### config.mk
export PLATFORM = sky130hd
export DESIGN_NAME = pll_feedback_config_regs
export DESIGN_NICKNAME = d
export VERILOG_FILES = /design/src/rtl/pll_cfg_pkg.sv /design/src/rtl/pll_feedback_config_regs.sv
export SDC_FILE = /design/constraint.sdc
export NUM_CORES = 1
export LEC_CHECK = 0
export BUFFER_PORTS_ARGS = -buffer_cell sky130_fd_sc_hd__buf_2
export CAP_MARGIN = 20
export CORE_ASPECT_RATIO = 0.9
export CORE_MARGIN = 4
export CORE_UTILIZATION = 47
export CTS_CLUSTER_DIAMETER = 30
export CTS_CLUSTER_SIZE = 12
export DETAILED_ROUTE_END_ITERATION = 10
export PLACE_DENSITY = 0.75
export SLEW_MARGIN = 20
export SYNTH_ARGS = -nofsm -noshare
export SYNTH_HDL_FRONTEND = slang
export SYNTH_SLANG_ARGS = --single-unit
### constraint.sdc
create_clock -name hclk -period 2.2 [get_ports hclk]
set_clock_uncertainty 0.1 [all_clocks]
set_input_delay 0.33 -clock hclk [delete_from_list [all_inputs] [get_ports hclk]]
set_output_delay 0.33 -clock hclk [all_outputs]
set_load 0.005 [all_outputs]
### src/rtl/pll_cfg_pkg.sv
`default_nettype none
package pll_cfg_pkg;

    // register byte offsets on the bus
    localparam logic [11:0] OFS_FRACTION  = 12'h000; // feedback_fraction_numerator
    localparam logic [11:0] OFS_INTEGER   = 12'h004; // feedback_integer_divider
    localparam logic [11:0] OFS_MODULATOR = 12'h008; // feedback_modulator_config
    localparam logic [11:0] OFS_REFERENCE = 12'h00c; // pll_reference_config
    localparam logic [11:0] OFS_FILTER    = 12'h010; // loop_filter_config

    // field widths and the byte lane whose write applies an atomic value
    localparam int FRAC_W         = 27;  // numerator bits, denominator is 2**FRAC_W
    localparam int INT_W          = 10;  // integer divider bits
    localparam int FRAC_TOP_LANE  = 3;   // bits 31:24
    localparam int INT_TOP_LANE   = 1;   // bits 15:8

    // reset values
    localparam logic [26:0] FRAC_RST      = 27'h0000000;
    localparam logic [9:0]  INT_RST       = 10'h06c;
    localparam logic        DITHER_RST    = 1'h0;
    localparam logic        SHAPING_RST   = 1'h0;
    localparam logic [1:0]  AMPLITUDE_RST = 2'h0;
    localparam logic [1:0]  ORDER_RST     = 2'h3;
    localparam logic        REF_AUX_RST   = 1'h0;
    localparam logic        DOUBLER_RST   = 1'h1;
    localparam logic        BYPASS_RST    = 1'h0;
    localparam logic [2:0]  CAP_RST       = 3'h7;
    localparam logic [3:0]  RES_RST       = 4'h6;

    // modulator settings, packed in register bit order (bits 5:0)
    typedef struct packed {
        logic       dither_on;          // bit 5
        logic       dither_shaping_on;  // bit 4
        logic [1:0] dither_amplitude;   // bits 3:2, 1/2/4/8 lsb steps
        logic [1:0] modulator_order;    // bits 1:0, 0 = integer only
    } modulator_cfg_t;

    // reference path, register bit order (bits 1:0)
    typedef struct packed {
        logic ref_select_aux;           // 0 crystal_reference_input, 1 auxiliary_clock_input
        logic doubler_on;               // reference doubler enable
    } reference_cfg_t;

    // loop filter trims, register bit order (bits 7:0)
    typedef struct packed {
        logic       filter_bypass;        // bit 7, oscillator current-source filter bypass
        logic [2:0] pole_capacitor_code;  // bits 6:4
        logic [3:0] filter_resistor_code; // bits 3:0, 400 ohm steps
    } filter_cfg_t;

    // bus phase tracker, one-hot
    typedef enum logic [1:0] {
        PH_IDLE = 2'b01,
        PH_DATA = 2'b10
    } phase_t;

endpackage
`default_nettype wire

### src/rtl/pll_feedback_config_regs.sv
// Behaviour
// - hold 27-bit numerator, denominator two to 27
// - numerator applied only on top byte write
// - hold 10-bit integer divider, reset 0x6c
// - integer applied only on upper byte write
// - dither enable bit, resets to zero
// - shaping bit shapes dither when set
// - two-bit dither gain, 1/2/4/8 lsb
// - two-bit modulator order, resets to three
// - reference select: crystal zero, auxiliary one
// - doubler enable bit, resets to one
// - oscillator filter bypass bit, resets zero
// - three-bit pole capacitor code, resets seven
// - four-bit resistor code, resets six
//
// The address map and the AHB-Lite slave port are this design's own decisions.
`timescale 1ns/100ps
`default_nettype none
module pll_feedback_config_regs
(
    // clock, reset, freeze
    input  wire logic                        hclk,
    input  wire logic                        hresetn,
    input  wire logic                        clk_en,
    // ahb-lite slave
    input  wire logic                        hsel,
    input  wire logic [31:0]                 haddr,
    input  wire logic [1:0]                  htrans,
    input  wire logic                        hwrite,
    input  wire logic [2:0]                  hsize,
    input  wire logic [31:0]                 hwdata,
    input  wire logic                        hready,
    output logic      [31:0]                 hrdata,
    output logic                             hreadyout,
    output logic                             hresp,
    // analog pll settings
    output logic      [26:0]                 fraction_numerator,
    output logic      [9:0]                  integer_divider,
    output pll_cfg_pkg::modulator_cfg_t      modulator_cfg,
    output pll_cfg_pkg::reference_cfg_t      reference_cfg,
    output pll_cfg_pkg::filter_cfg_t         filter_cfg
);

    // byte lanes touched by a transfer; wider than a word counts as a word
    function automatic logic [3:0] lane_mask(input logic [2:0] size, input logic [1:0] addr);
        logic [3:0] m;
        m = 4'hf;
        case (size)
            3'h0:    m = 4'h1 << addr;
            3'h1:    m = addr[1] ? 4'hc : 4'h3;
            default: m = 4'hf;
        endcase
        return m;
    endfunction

    // merge new bytes into an old word under a lane mask
    function automatic logic [31:0] merge_bytes(input logic [31:0] old, input logic [31:0] new_w,
                                                input logic [3:0] lanes);
        logic [31:0] r;
        r = old;
        for (int i = 0; i < 4; i++)
        begin
            if (lanes[i])
            begin
                r[i*8 +: 8] = new_w[i*8 +: 8];
            end
        end
        return r;
    endfunction

    // bus state
    pll_cfg_pkg::phase_t phase;        // idle or data phase pending
    pll_cfg_pkg::phase_t next_phase;
    logic                wr_pend;      // pending data phase is a write
    logic                next_wr_pend;
    logic [11:0]         ofs_q;        // latched offset of pending write
    logic [11:0]         next_ofs_q;
    logic [3:0]          lanes_q;      // latched lanes of pending write
    logic [3:0]          next_lanes_q;
    logic [31:0]         next_hrdata;
    logic                next_hreadyout;

    // configuration state
    logic [26:0]                  frac_shadow;      // software copy, lower bytes pending
    logic [26:0]                  next_frac_shadow;
    logic [26:0]                  next_fraction;
    logic [9:0]                   int_shadow;       // software copy of integer divider
    logic [9:0]                   next_int_shadow;
    logic [9:0]                   next_integer;
    pll_cfg_pkg::modulator_cfg_t  next_modulator;
    pll_cfg_pkg::reference_cfg_t  next_reference;
    pll_cfg_pkg::filter_cfg_t     next_filter;

    logic        take;      // address phase accepted this cycle
    logic        commit;    // write data phase completes this cycle
    logic [31:0] wmerged;   // merged write word for the pending register

    assign take   = clk_en & hsel & htrans[1] & hready & hreadyout;
    assign commit = clk_en & (phase == pll_cfg_pkg::PH_DATA) & wr_pend;

    // bus phase and read data; reads sample the shadows so pending bytes are visible
    always_comb
    begin
        next_phase     = phase;
        next_wr_pend   = wr_pend;
        next_ofs_q     = ofs_q;
        next_lanes_q   = lanes_q;
        next_hrdata    = hrdata;
        next_hreadyout = clk_en;   // stall the bus while frozen
        if (clk_en)
        begin
            next_phase   = pll_cfg_pkg::PH_IDLE;
            next_wr_pend = 1'b0;
            if (take)
            begin
                next_phase   = pll_cfg_pkg::PH_DATA;
                next_wr_pend = hwrite;
                next_ofs_q   = haddr[11:0];
                next_lanes_q = lane_mask(hsize, haddr[1:0]);
                if (!hwrite)
                begin
                    // unused and reserved bits stay zero
                    case ({haddr[11:2], 2'b00})
                        pll_cfg_pkg::OFS_FRACTION:  next_hrdata = {5'h00, frac_shadow};
                        pll_cfg_pkg::OFS_INTEGER:   next_hrdata = {22'h000000, int_shadow};
                        pll_cfg_pkg::OFS_MODULATOR: next_hrdata = {26'h0000000, modulator_cfg};
                        pll_cfg_pkg::OFS_REFERENCE: next_hrdata = {30'h00000000, reference_cfg};
                        pll_cfg_pkg::OFS_FILTER:    next_hrdata = {24'h000000, filter_cfg};
                        default:                    next_hrdata = 32'h00000000;  // unmapped
                    endcase
                end
            end
        end
    end

    // bus registers
    always_ff @(posedge hclk or negedge hresetn)
    begin
        if (!hresetn)
        begin
            phase     <= pll_cfg_pkg::PH_IDLE;
            wr_pend   <= 1'b0;
            ofs_q     <= 12'h000;
            lanes_q   <= 4'h0;
            hrdata    <= 32'h00000000;
            hreadyout <= 1'b1;
            hresp     <= 1'b0;
        end
        else
        begin
            phase     <= next_phase;
            wr_pend   <= next_wr_pend;
            ofs_q     <= next_ofs_q;
            lanes_q   <= next_lanes_q;
            hrdata    <= next_hrdata;
            hreadyout <= next_hreadyout;
            hresp     <= 1'b0;   // always okay
        end
    end

    // register writes; unaligned offsets in ofs_q low bits are lane selects, not decode
    always_comb
    begin
        next_frac_shadow = frac_shadow;
        next_fraction    = fraction_numerator;
        next_int_shadow  = int_shadow;
        next_integer     = integer_divider;
        next_modulator   = modulator_cfg;
        next_reference   = reference_cfg;
        next_filter      = filter_cfg;
        wmerged          = 32'h00000000;
        if (commit)
        begin
            case ({ofs_q[11:2], 2'b00})
                pll_cfg_pkg::OFS_FRACTION:
                begin
                    wmerged          = merge_bytes({5'h00, frac_shadow}, hwdata, lanes_q);
                    next_frac_shadow = wmerged[26:0];          // bits 31:27 dropped
                    if (lanes_q[pll_cfg_pkg::FRAC_TOP_LANE])
                    begin
                        next_fraction = wmerged[26:0];        // atomic apply
                    end
                end
                pll_cfg_pkg::OFS_INTEGER:
                begin
                    wmerged         = merge_bytes({22'h000000, int_shadow}, hwdata, lanes_q);
                    next_int_shadow = wmerged[9:0];
                    if (lanes_q[pll_cfg_pkg::INT_TOP_LANE])
                    begin
                        next_integer = wmerged[9:0];          // atomic apply
                    end
                end
                pll_cfg_pkg::OFS_MODULATOR:
                begin
                    if (lanes_q[0])
                    begin
                        next_modulator = hwdata[5:0];
                    end
                end
                pll_cfg_pkg::OFS_REFERENCE:
                begin
                    if (lanes_q[0])
                    begin
                        next_reference = hwdata[1:0];
                    end
                end
                pll_cfg_pkg::OFS_FILTER:
                begin
                    if (lanes_q[0])
                    begin
                        next_filter = hwdata[7:0];
                    end
                end
                default:
                begin
                    wmerged = 32'h00000000;                   // unmapped write ignored
                end
            endcase
        end
    end

    // configuration registers; all but the two shadows feed analog trims directly
    always_ff @(posedge hclk or negedge hresetn)
    begin
        if (!hresetn)
        begin
            frac_shadow        <= pll_cfg_pkg::FRAC_RST;
            fraction_numerator <= pll_cfg_pkg::FRAC_RST;
            int_shadow         <= pll_cfg_pkg::INT_RST;
            integer_divider    <= pll_cfg_pkg::INT_RST;
            modulator_cfg      <= {pll_cfg_pkg::DITHER_RST, pll_cfg_pkg::SHAPING_RST,
                                   pll_cfg_pkg::AMPLITUDE_RST, pll_cfg_pkg::ORDER_RST};
            reference_cfg      <= {pll_cfg_pkg::REF_AUX_RST, pll_cfg_pkg::DOUBLER_RST};
            filter_cfg         <= {pll_cfg_pkg::BYPASS_RST, pll_cfg_pkg::CAP_RST,
                                   pll_cfg_pkg::RES_RST};
        end
        else
        begin
            frac_shadow        <= next_frac_shadow;
            fraction_numerator <= next_fraction;
            int_shadow         <= next_int_shadow;
            integer_divider    <= next_integer;
            modulator_cfg      <= next_modulator;
            reference_cfg      <= next_reference;
            filter_cfg         <= next_filter;
        end
    end

    logic wr_frac;  // write commit to the fraction register
    logic wr_int;   // write commit to the integer register
    assign wr_frac = commit && ({ofs_q[11:2], 2'b00} == pll_cfg_pkg::OFS_FRACTION);
    assign wr_int  = commit && ({ofs_q[11:2], 2'b00} == pll_cfg_pkg::OFS_INTEGER);
endmodule
`default_nettype wire

Yosys cells after proc, flatten, opt, wreduce, memory -nomap -nowiden
Index checks and enable logic that the tools add are counted.
- register bits after elaboration: 142
- input port bits: 75
- output and inout bits: 87
- logic and storage cells: 60
- eq/ne operators: 10
- shifts and indexed selects: 1
- mux-type cells: 11
- bitwise logic cells: 7
- reduce and logical (&&, ||, !) cells: 12
- operator list (operator ; number):
    $pmux 27 s5 ; 1
    $eq 10x2->1 const B ; 4
    $mux 8 ; 4
    $eq 10x1->1 const B ; 2
    $eq 10x3->1 const B ; 2
    $logic_not 10->1 ; 2
    $reduce_and 3->1 ; 6
    $pmux 4 s2 ; 1
    $and 1x1->1 ; 6
    $reduce_and 2->1 ; 3
    $mux 2 ; 2
    $mux 4 ; 1
    $shl 1x2->4 const A ; 1
    $eq 3x1->1 const B ; 1
    $logic_not 3->1 ; 1
    $mux 3 ; 1
    $eq 2x2->1 const B ; 1
    $mux 1 ; 1
    $not 1->1 ; 1

Depth between registers and ports, before layout
Gate-level depths: netlist (run 1).
- depth after elaboration: 5
- gate-level depth with buffers: 7
- gate-level depth less buffers: 4

Least setup slack after synthesis (run 1)
No wires, ideal clock.
- path type: register -> register
- start point: reg ofs_q[7]
- end point: reg int_shadow[9]
- library setup time: 0.125 ns
- arrival time: 1.870 ns
- required time: 1.975 ns
- path slack: 0.106 ns
- stages on the path, launching flop included: 6
- path buffers: 1
- clock period less this slack: 2.094 ns
- cells stage by stage: dfrtp_1 or4_4 nor3_4 and3_2 buf_6 mux2_2
- cells in the longest elaborated chain, start to end: 2
- RTL lines (what ; line ; source):
    from (decl) ; pll_feedback_config_regs.sv:76 ; logic [11:0] ofs_q;
    from (signal assigned) ; pll_feedback_config_regs.sv:153 ; ofs_q <= next_ofs_q;
    $eq 10x1->1 ; pll_feedback_config_regs.sv:174 ; case ({ofs_q[11:2], 2'b00})
    $reduce_and 2->1 (no line) ; - ;
    to (signal assigned) ; pll_feedback_config_regs.sv:229 ; int_shadow <= pll_cfg_pkg::INT_RST;
    to (signal assigned) ; pll_feedback_config_regs.sv:241 ; int_shadow <= next_int_shadow;
    to (decl) ; pll_feedback_config_regs.sv:87 ; logic [9:0] int_shadow;
Every way passes these cells.
A chain may end at the register's enable or synchronous reset.

Worst setup path after layout (run 1)
- start point: reg ofs_q[7]
- end point: reg integer_divider[4]
- cells in the longest elaborated chain, start to end: 2
- RTL lines (what ; line ; source):
    $eq 10x1->1 ; pll_feedback_config_regs.sv:174 ;
    $reduce_and 3->1 (no line) ; - ;
    to (signal assigned) ; pll_feedback_config_regs.sv:230 ; integer_divider <= pll_cfg_pkg::INT_RST;
    to (signal assigned) ; pll_feedback_config_regs.sv:242 ; integer_divider <= next_integer;
    to (decl) ; pll_feedback_config_regs.sv:38 ; output logic [9:0] integer_divider,
Every way passes these cells.

==> impl_metrics.json, run 1 <==
{
  "status": "finished clean",
  "cap_violations": 0,
  "numCtsBuffers": 17,
  "synthTopCellsByArea": "dfrtp_1 (50%), mux2_2 (22%), dfstp_2 (8.0%)",
  "io_buffers": 129,
  "die_w_microns": 126,
  "synth_xor_area_share_pct": 0,
  "grt_max_degree": 55,
  "worst_setup_path_start_kind": "flop",
  "tightest_slew_ns": 0.527,
  "crit_family": "simple AND/OR/NAND/NOR gates",
  "final_cells": 762,
  "num_vias": 4076,
  "fp.coreArea_sq_um": 12200,
  "critPathMaxStageDelay_ns": 0.58,
  "ys_types": 42,
  "synth_warnings": 0,
  "dominantRegCellSynth": "dfrtp_1",
  "critPathBufInv": 1,
  "drt-wirelength-per-cell_microns": 18.7,
  "die_h_microns": 114,
  "ir_drop_v": 0.000526,
  "antenna_found_initial": 0,
  "synth_top_area_share_pct": 49.7,
  "drc": 0,
  "cp_cell_sequence": "or4_4 > nor3_4 > and3_2 > buf_12 > mux2_2",
  "mappedNetlistArea_sq_um": 5890,
  "slowest_stage": "or4_4",
  "worst_slack_ns": 0.0155,
  "switchingPower_mw": 1.36,
  "synthToLayoutAreaGrowth_pct": 28.4,
  "io_pins": 162,
  "hold_viol": 0,
  "cts.clk_slew.worst_paths_ns": 0.06,
  "ys_ff_latch": 135,
  "clock-sinks": 135,
  "start_util_pct": 48.4,
  "min_path_type": "in -> reg",
  "fin_util_pct": 62.2,
  "finalCritPeriodShare_pct": 99.3,
  "layout-drive-gt1-share_pct": 54.0,
  "async_flop_share_pct": 100,
  "gp_congestion": 0.828,
  "grtUsageTotal_pct": 20.5,
  "power_frac_seq_pct": 42.8,
  "syn-mean-instance-area_sq_um": 13.4,
  "core.rowCount": 38,
  "max_slew_margin_pct": 64.9,
  "p_comb_share_pct": 6.3,
  "synth_compound_area_share_pct": 7.32,
  "synth_top_family_by_area": "multiplexers",
  "min_period_ns": 2.18,
  "routed_via_density": 5.35,
  "die_area_sq_um": 14400,
  "critPathArrivalTime_ns": 2.38,
  "power_mw": 6.20,
  "p_per_area_nw_per_um2": 819,
  "crit_path_max_fanout": 12,
  "power.clock.fraction_pct": 50.9,
  "cts_tree": "built",
  "crit_required_ns": 2.39,
  "synth_top_area_cell": "dfrtp_1",
  "slew_viol_final": 0,
  "drtPass1Iterations": 4,
  "yosys.cell_count.top_type": "dfrtp_1",
  "ant_nets": 0,
  "swShare_pct": 21.9,
  "setup.worst_path.class": "reg -> reg",
  "synth_seq_area_share_pct": 57.7,
  "post-dp-hpwl_microns": 10100,
  "p_leak_nw": 3.90,
  "fmax_ghz": 0.458,
  "drtIter0Drc": 249,
  "synthAdderAreaFrac_pct": 0,
  "p_int_mw": 4.84,
  "cts.htree.levels": 4,
  "clockBufferDepth": 2,
  "synth_common_cells": "dfrtp_1 (117), mux2_2 (116), o21ai_0 (30)",
  "yosys.area_share.simple_pct": 6.39,
  "finalWirelength_microns": 14300,
  "post-place-ws_ns": -0.0170,
  "synth_cells": 440,
  "fin_hold_ws_ns": 0.0586,
  "globalRoute.totalOverflow": 0,
  "clock_latency_ns": 0.41,
  "synth_edf_count": 0,
  "setup_viol": 0,
  "grt_pass1_vias": 4306,
  "diodes": 0,
  "rsz0062_at_grt": "yes",
  "dp_cells": 728,
  "nets": 664,
  "end_kind": "flop",
  "muxShareOfSynthArea_pct": 24.2,
  "grt_pass1_wl_microns": 22900,
  "cts_root_buffer": "clkbuf_16"
}
-- stage by stage --
stage	setup TNS (ns)	instance area (sq um)
2_1_floorplan	0	5910
6_report	0	7570
5_1_grt	-0.523	7570
4_1_cts	0	7550
3_5_place_dp	-0.190	6860
3_3_place_gp	0	6860
-- metal layers --
| metal | part of all wire, % | global-route usage (%) | routed length [microns] |
|---|---|---|---|
| met5 | 0 | 0 | 0 |
| met4 | 1.5 | 6.15 | 211 |
| met3 | 5.6 | 5.60 | 800 |
| met2 | 51 | 34.6 | 7290 |
| met1 | 42 | 26.0 | 5960 |
-- layout by cell type (no fill, tap or decap), types with 5 or more instances in the layout --
master / netlist / routed
buf_4: 11 / 15
o21ai_0: 30 / 30
conb_1: 1 / 6
nor3_1: 7 / 7
and3_1: 6 / 6
dfstp_2: 18 / 18
clkbuf_16: 0 / 17
mux2i_1: 11 / 11
buf_12: 0 / 8
nor2_1: 8 / 8
mux2_2: 116 / 116
nand2_1: 21 / 21
buf_2: 2 / 128
inv_1: 19 / 19
bufinv_16: 0 / 5
a22o_1: 19 / 19
dfrtp_1: 117 / 117
-- power groups by stage --
stage | clock network [mW] | logic [mW] | registers [mW]
5_1_grt | 3.31 | 0.434 | 2.67
3_5_place_dp | 0 | 0.380 | 2.69
6_report | 3.15 | 0.391 | 2.65
2_1_floorplan | 0 | 0.254 | 2.63
4_1_cts | 3.21 | 0.388 | 2.65
3_3_place_gp | 0 | 0.364 | 2.68
-- state kept, by name (all words and copies together), names as in the netlist --
register / cells
frac_shadow: 27
fraction_numerator: 27
hrdata: 27
int_shadow: 10
integer_divider: 10
ofs_q: 10
filter_cfg: 8
modulator_cfg: 6
lanes_q: 4
phase: 2
reference_cfg: 2
hreadyout: 1
wr_pend: 1
-- kinds of logic (layout without fill, tap and decap cells) --
group           Yosys count  after routing
buf+inv                  48            205
mux                     128            128
compound gates           63             63
simple gates             65             65
flops                   135            135
other cells               1              6
-- path summary, 6_finish.rpt --
kind                            slack, ns                  start  cells past startpoint                                end
worst max-delay path                 0.02   ofs_q[7]$_DFFE_PN0P_                      5     integer_divider[4]$_DFFE_PN0P_
worst min-delay path                 0.06             hwdata[17]                      2        frac_shadow[17]$_DFFE_PN0P_
worst max register to register       0.02   ofs_q[7]$_DFFE_PN0P_                      5     integer_divider[4]$_DFFE_PN0P_
worst min register to register       0.38  hrdata[1]$_DFFE_PN0P_                      2              hrdata[1]$_DFFE_PN0P_
max in group asynchronous            0.96                hresetn                      3                hreadyout$_DFF_PN1_
min in group asynchronous            0.34                hresetn                      2  fraction_numerator[7]$_DFFE_PN0P_
-- worst register-to-register path, cell delays in order (launching register included) --
cell and delay (ns):
dfrtp_1 0.37, or4_4 0.58, nor3_4 0.25, and3_2 0.26, buf_12 0.15, mux2_2 0.35
-- area by class of cell --
| class | instances | area (sq um) |
|---|---|---|
| clock inverter | 11 | 195 |
| multi-input combinational | 262 | 2280 |
| fill | 954 | 4600 |
| clock buffer | 21 | 470 |
| timing repair buffer | 154 | 945 |
| inverter | 19 | 71.3 |
| tap | 160 | 200 |
| sequential | 135 | 3400 |
-- repair_timing --
action                                 4_1_cts  5_1_grt
gates resized for setup                      1        3
endpoints found under the hold margin       43        0
pin swaps                                    1        0
setup buffers                                0        0
setup endpoints to repair                   46       63
hold buffers                                 2        0
Power figures use the tool's default switching activity.
==> inputs of run 2 (changes only) <==
- ABC_AREA: not set -> 1
- CAP_MARGIN: 20 -> not set
- GPL_TIMING_DRIVEN: not set -> 0
==> run 2 against run 1 <==
Largest power group unchanged. Cell count is 25% higher. Critical endpoint is now fraction_numerator[10]$_DFFE_PN0P_. Via count up 25%. Global-route usage rose by 1.6 points. Largest cell class unchanged. Clock power is 9.5% lower. Fmax is 22% higher. Worst setup slack better by 0.40 ns.
==> impl_metrics.json, run 2 <==
{
  "placed_cell_area_sq_um": 6880,
  "grt_max_degree": 73,
  "cap_violations": 0,
  "diodes": 0,
  "rsz0062_at_grt": "no",
  "cts_root_buffer": "clkbuf_16",
  "die_area_sq_um": 14600,
  "fp.coreArea_sq_um": 12300,
  "synth_common_cells": "nand2_1 (156), dfrtp_1 (117), o21ai_0 (72)",
  "antenna_found_initial": 0,
  "drc": 0,
  "synth_top_area_share_pct": 49.0,
  "crit_required_ns": 2.37,
  "synth_edf_count": 0,
  "finalSetupTns_ns": 0,
  "ctsHoldBuffers": 2,
  "crit_path_max_fanout": 10,
  "post-dp-hpwl_microns": 11600,
  "gp_congestion": 0.853,
  "start_util_pct": 48.7,
  "fin_area_sq_um": 7490,
  "max_slew_margin_pct": 52.1,
  "p_per_area_nw_per_um2": 803,
  "p_int_mw": 4.58,
  "dominantRegCellSynth": "dfrtp_1",
  "swShare_pct": 23.9,
  "die_w_microns": 127,
  "routed_via_density": 5.35,
  "setup_viol": 0,
  "synth_top_area_cell": "dfrtp_1",
  "io_pins": 162,
  "final_cell_mix": "nand2_1 (156), buf_2 (141), dfrtp_1 (117), o21ai_0 (72), nand3_1 (44)",
  "die_h_microns": 115,
  "worst_setup_path_start_kind": "primary input",
  "p_comb_share_pct": 9.3,
  "power.clock.fraction_pct": 47.4,
  "layout-drive-gt1-share_pct": 30.3,
  "post_cts_buffers": 0,
  "io_buffers": 129,
  "power_mw": 6.01,
  "ys_types": 36,
  "yosys.cell_count.top_type": "nand2_1",
  "finalCritPeriodShare_pct": 81.1,
  "clock-sinks": 135,
  "cts.clk_slew.worst_paths_ns": 0.06,
  "setup.worst_path.class": "in -> reg",
  "grt_pass1_vias": 4995,
  "mappedNetlistArea_sq_um": 5970,
  "async_flop_share_pct": 100,
  "p_leak_nw": 3.94,
  "nets": 858,
  "cts_tree": "built",
  "drt-wirelength-per-cell_microns": 16.3,
  "cts_resized": 0,
  "status": "finished clean",
  "synth_cells": 627,
  "numCtsBuffers": 17,
  "switchingPower_mw": 1.44,
  "min_path_type": "in -> reg",
  "globalRoute.totalOverflow": 0,
  "layout_commonest_cell": "nand2_1",
  "drtIter0Drc": 412,
  "ant_nets": 0,
  "clock_latency_ns": 0.41,
  "end_kind": "flop",
  "min_period_ns": 1.78,
  "critPathArrivalTime_ns": 1.95,
  "hold_viol": 0,
  "syn-mean-instance-area_sq_um": 9.53,
  "power_frac_seq_pct": 43.3,
  "num_vias": 5112,
  "drtPass1Iterations": 7,
  "slew_viol_final": 0,
  "grt_pass1_wl_microns": 25400,
  "fmax_ghz": 0.560,
  "clockBufferDepth": 2,
  "cts.htree.levels": 4,
  "worst_slack_ns": 0.416,
  "synth_warnings": 0,
  "tightest_slew_ns": 0.718,
  "finalWirelength_microns": 15600,
  "synthTopCellsByArea": "dfrtp_1 (49%), nand2_1 (9.8%), dfstp_2 (7.9%)",
  "top_regs": "frac_shadow (27), fraction_numerator (27), hrdata (27)",
  "core.rowCount": 38,
  "ys_ff_latch": 135,
  "synth_seq_area_share_pct": 56.9,
  "synthToLayoutAreaGrowth_pct": 25.3,
  "grtUsageTotal_pct": 22.1,
  "ir_drop_v": 0.000393,
  "post-place-ws_ns": 0.428
}
-- run 2: cell types whose count changed after synthesis, moves of 6 or more --
cell and change:
a21oi_1 +15, and3_1 -6, buf_2 +11, clkbuf_1 -7
inv_1 +21, mux2_2 -116, nand2_1 +135, nand3_1 +43
nor2_1 +16, o21ai_0 +42, o21ai_1 +19, o21ai_2 +12
-- run 2: layout make-up --
class | count | area [sq um]
Buffer | 33 | 209
Clock buffer | 23 | 468
Timing Repair Buffer | 132 | 703
Clock inverter | 9 | 124
Tap cell | 160 | 200
Fill cell | 1037 | 4780
Sequential cell | 135 | 3400
Multi-Input combinational cell | 421 | 2220
Inverter | 43 | 161
-- run 2: cells by family after synthesis --
| kind of cell | after synthesis | share of synthesized area (%) |
|---|---|---|
| AO/OA/AOI/OAI | 144 | 14.3 |
| buffers and inverters | 76 | 6.20 |
| flip-flops | 135 | 56.9 |
| multiplexers | 16 | 2.68 |
| other | 1 | 0.0628 |
| AND/OR/NAND/NOR | 255 | 19.8 |
-- run 2: per-stage QoR --
stage / cells / util [%] / hold WS [ns]
global placement: 921 / 55.7 / 0.361
CTS: 956 / 61.0 / 0.0383
finish: 956 / 61.0 / 0.0524
detailed placement: 922 / 56.0 / 0.199
floorplan: 632 / - / -0.0656
global route: 956 / 61.0 / 0.0382
-- run 2: worst max-delay path, cell delays in order --
cell,delay (ns)
dlygate4sd3_1,0.52
buf_2,0.17
nand3_1,0.16
inv_2,0.14
nand4_2,0.16
buf_6,0.20
buf_6,0.14
nand2_1,0.05
o21ai_0,0.08
-- run 2: layer usage --
| layer | GRT usage, % | up-vias | wire length [microns] |
|---|---|---|---|
| li1 | - | 2400 | - |
| met2 | 34.9 | 224 | 7300 |
| met1 | 30.5 | 2476 | 6770 |
| met5 | 0 | - | 0 |
| met3 | 5.99 | 12 | 1400 |
| met4 | 5.79 | 0 | 140 |
-- run 2: worst paths after layout --
kind	from	to	slack, ns	cells past startpoint
worst max-delay path	clk_en	fraction_numerator[10]$_DFFE_PN0P_	0.42	9
worst min-delay path	haddr[6]	ofs_q[6]$_DFFE_PN0P_	0.05	3
worst max register to register	ofs_q[8]$_DFFE_PN0P_	fraction_numerator[10]$_DFFE_PN0P_	0.43	8
worst min register to register	fraction_numerator[26]$_DFFE_PN0P_	fraction_numerator[26]$_DFFE_PN0P_	0.38	2
max in group asynchronous	hresetn	phase[0]$_DFFE_PN1P_	0.95	3
min in group asynchronous	hresetn	ofs_q[6]$_DFFE_PN0P_	0.34	2
-- run 2: power groups by stage --
stage	clock (mW)	combinational, mW	sequential, mW
final	2.85	0.561	2.60
after global routing	3.00	0.621	2.61
after CTS	2.89	0.561	2.60
after detailed placement	0	0.554	2.64
after global placement	0	0.527	2.64
after floorplan	0	0.339	2.63
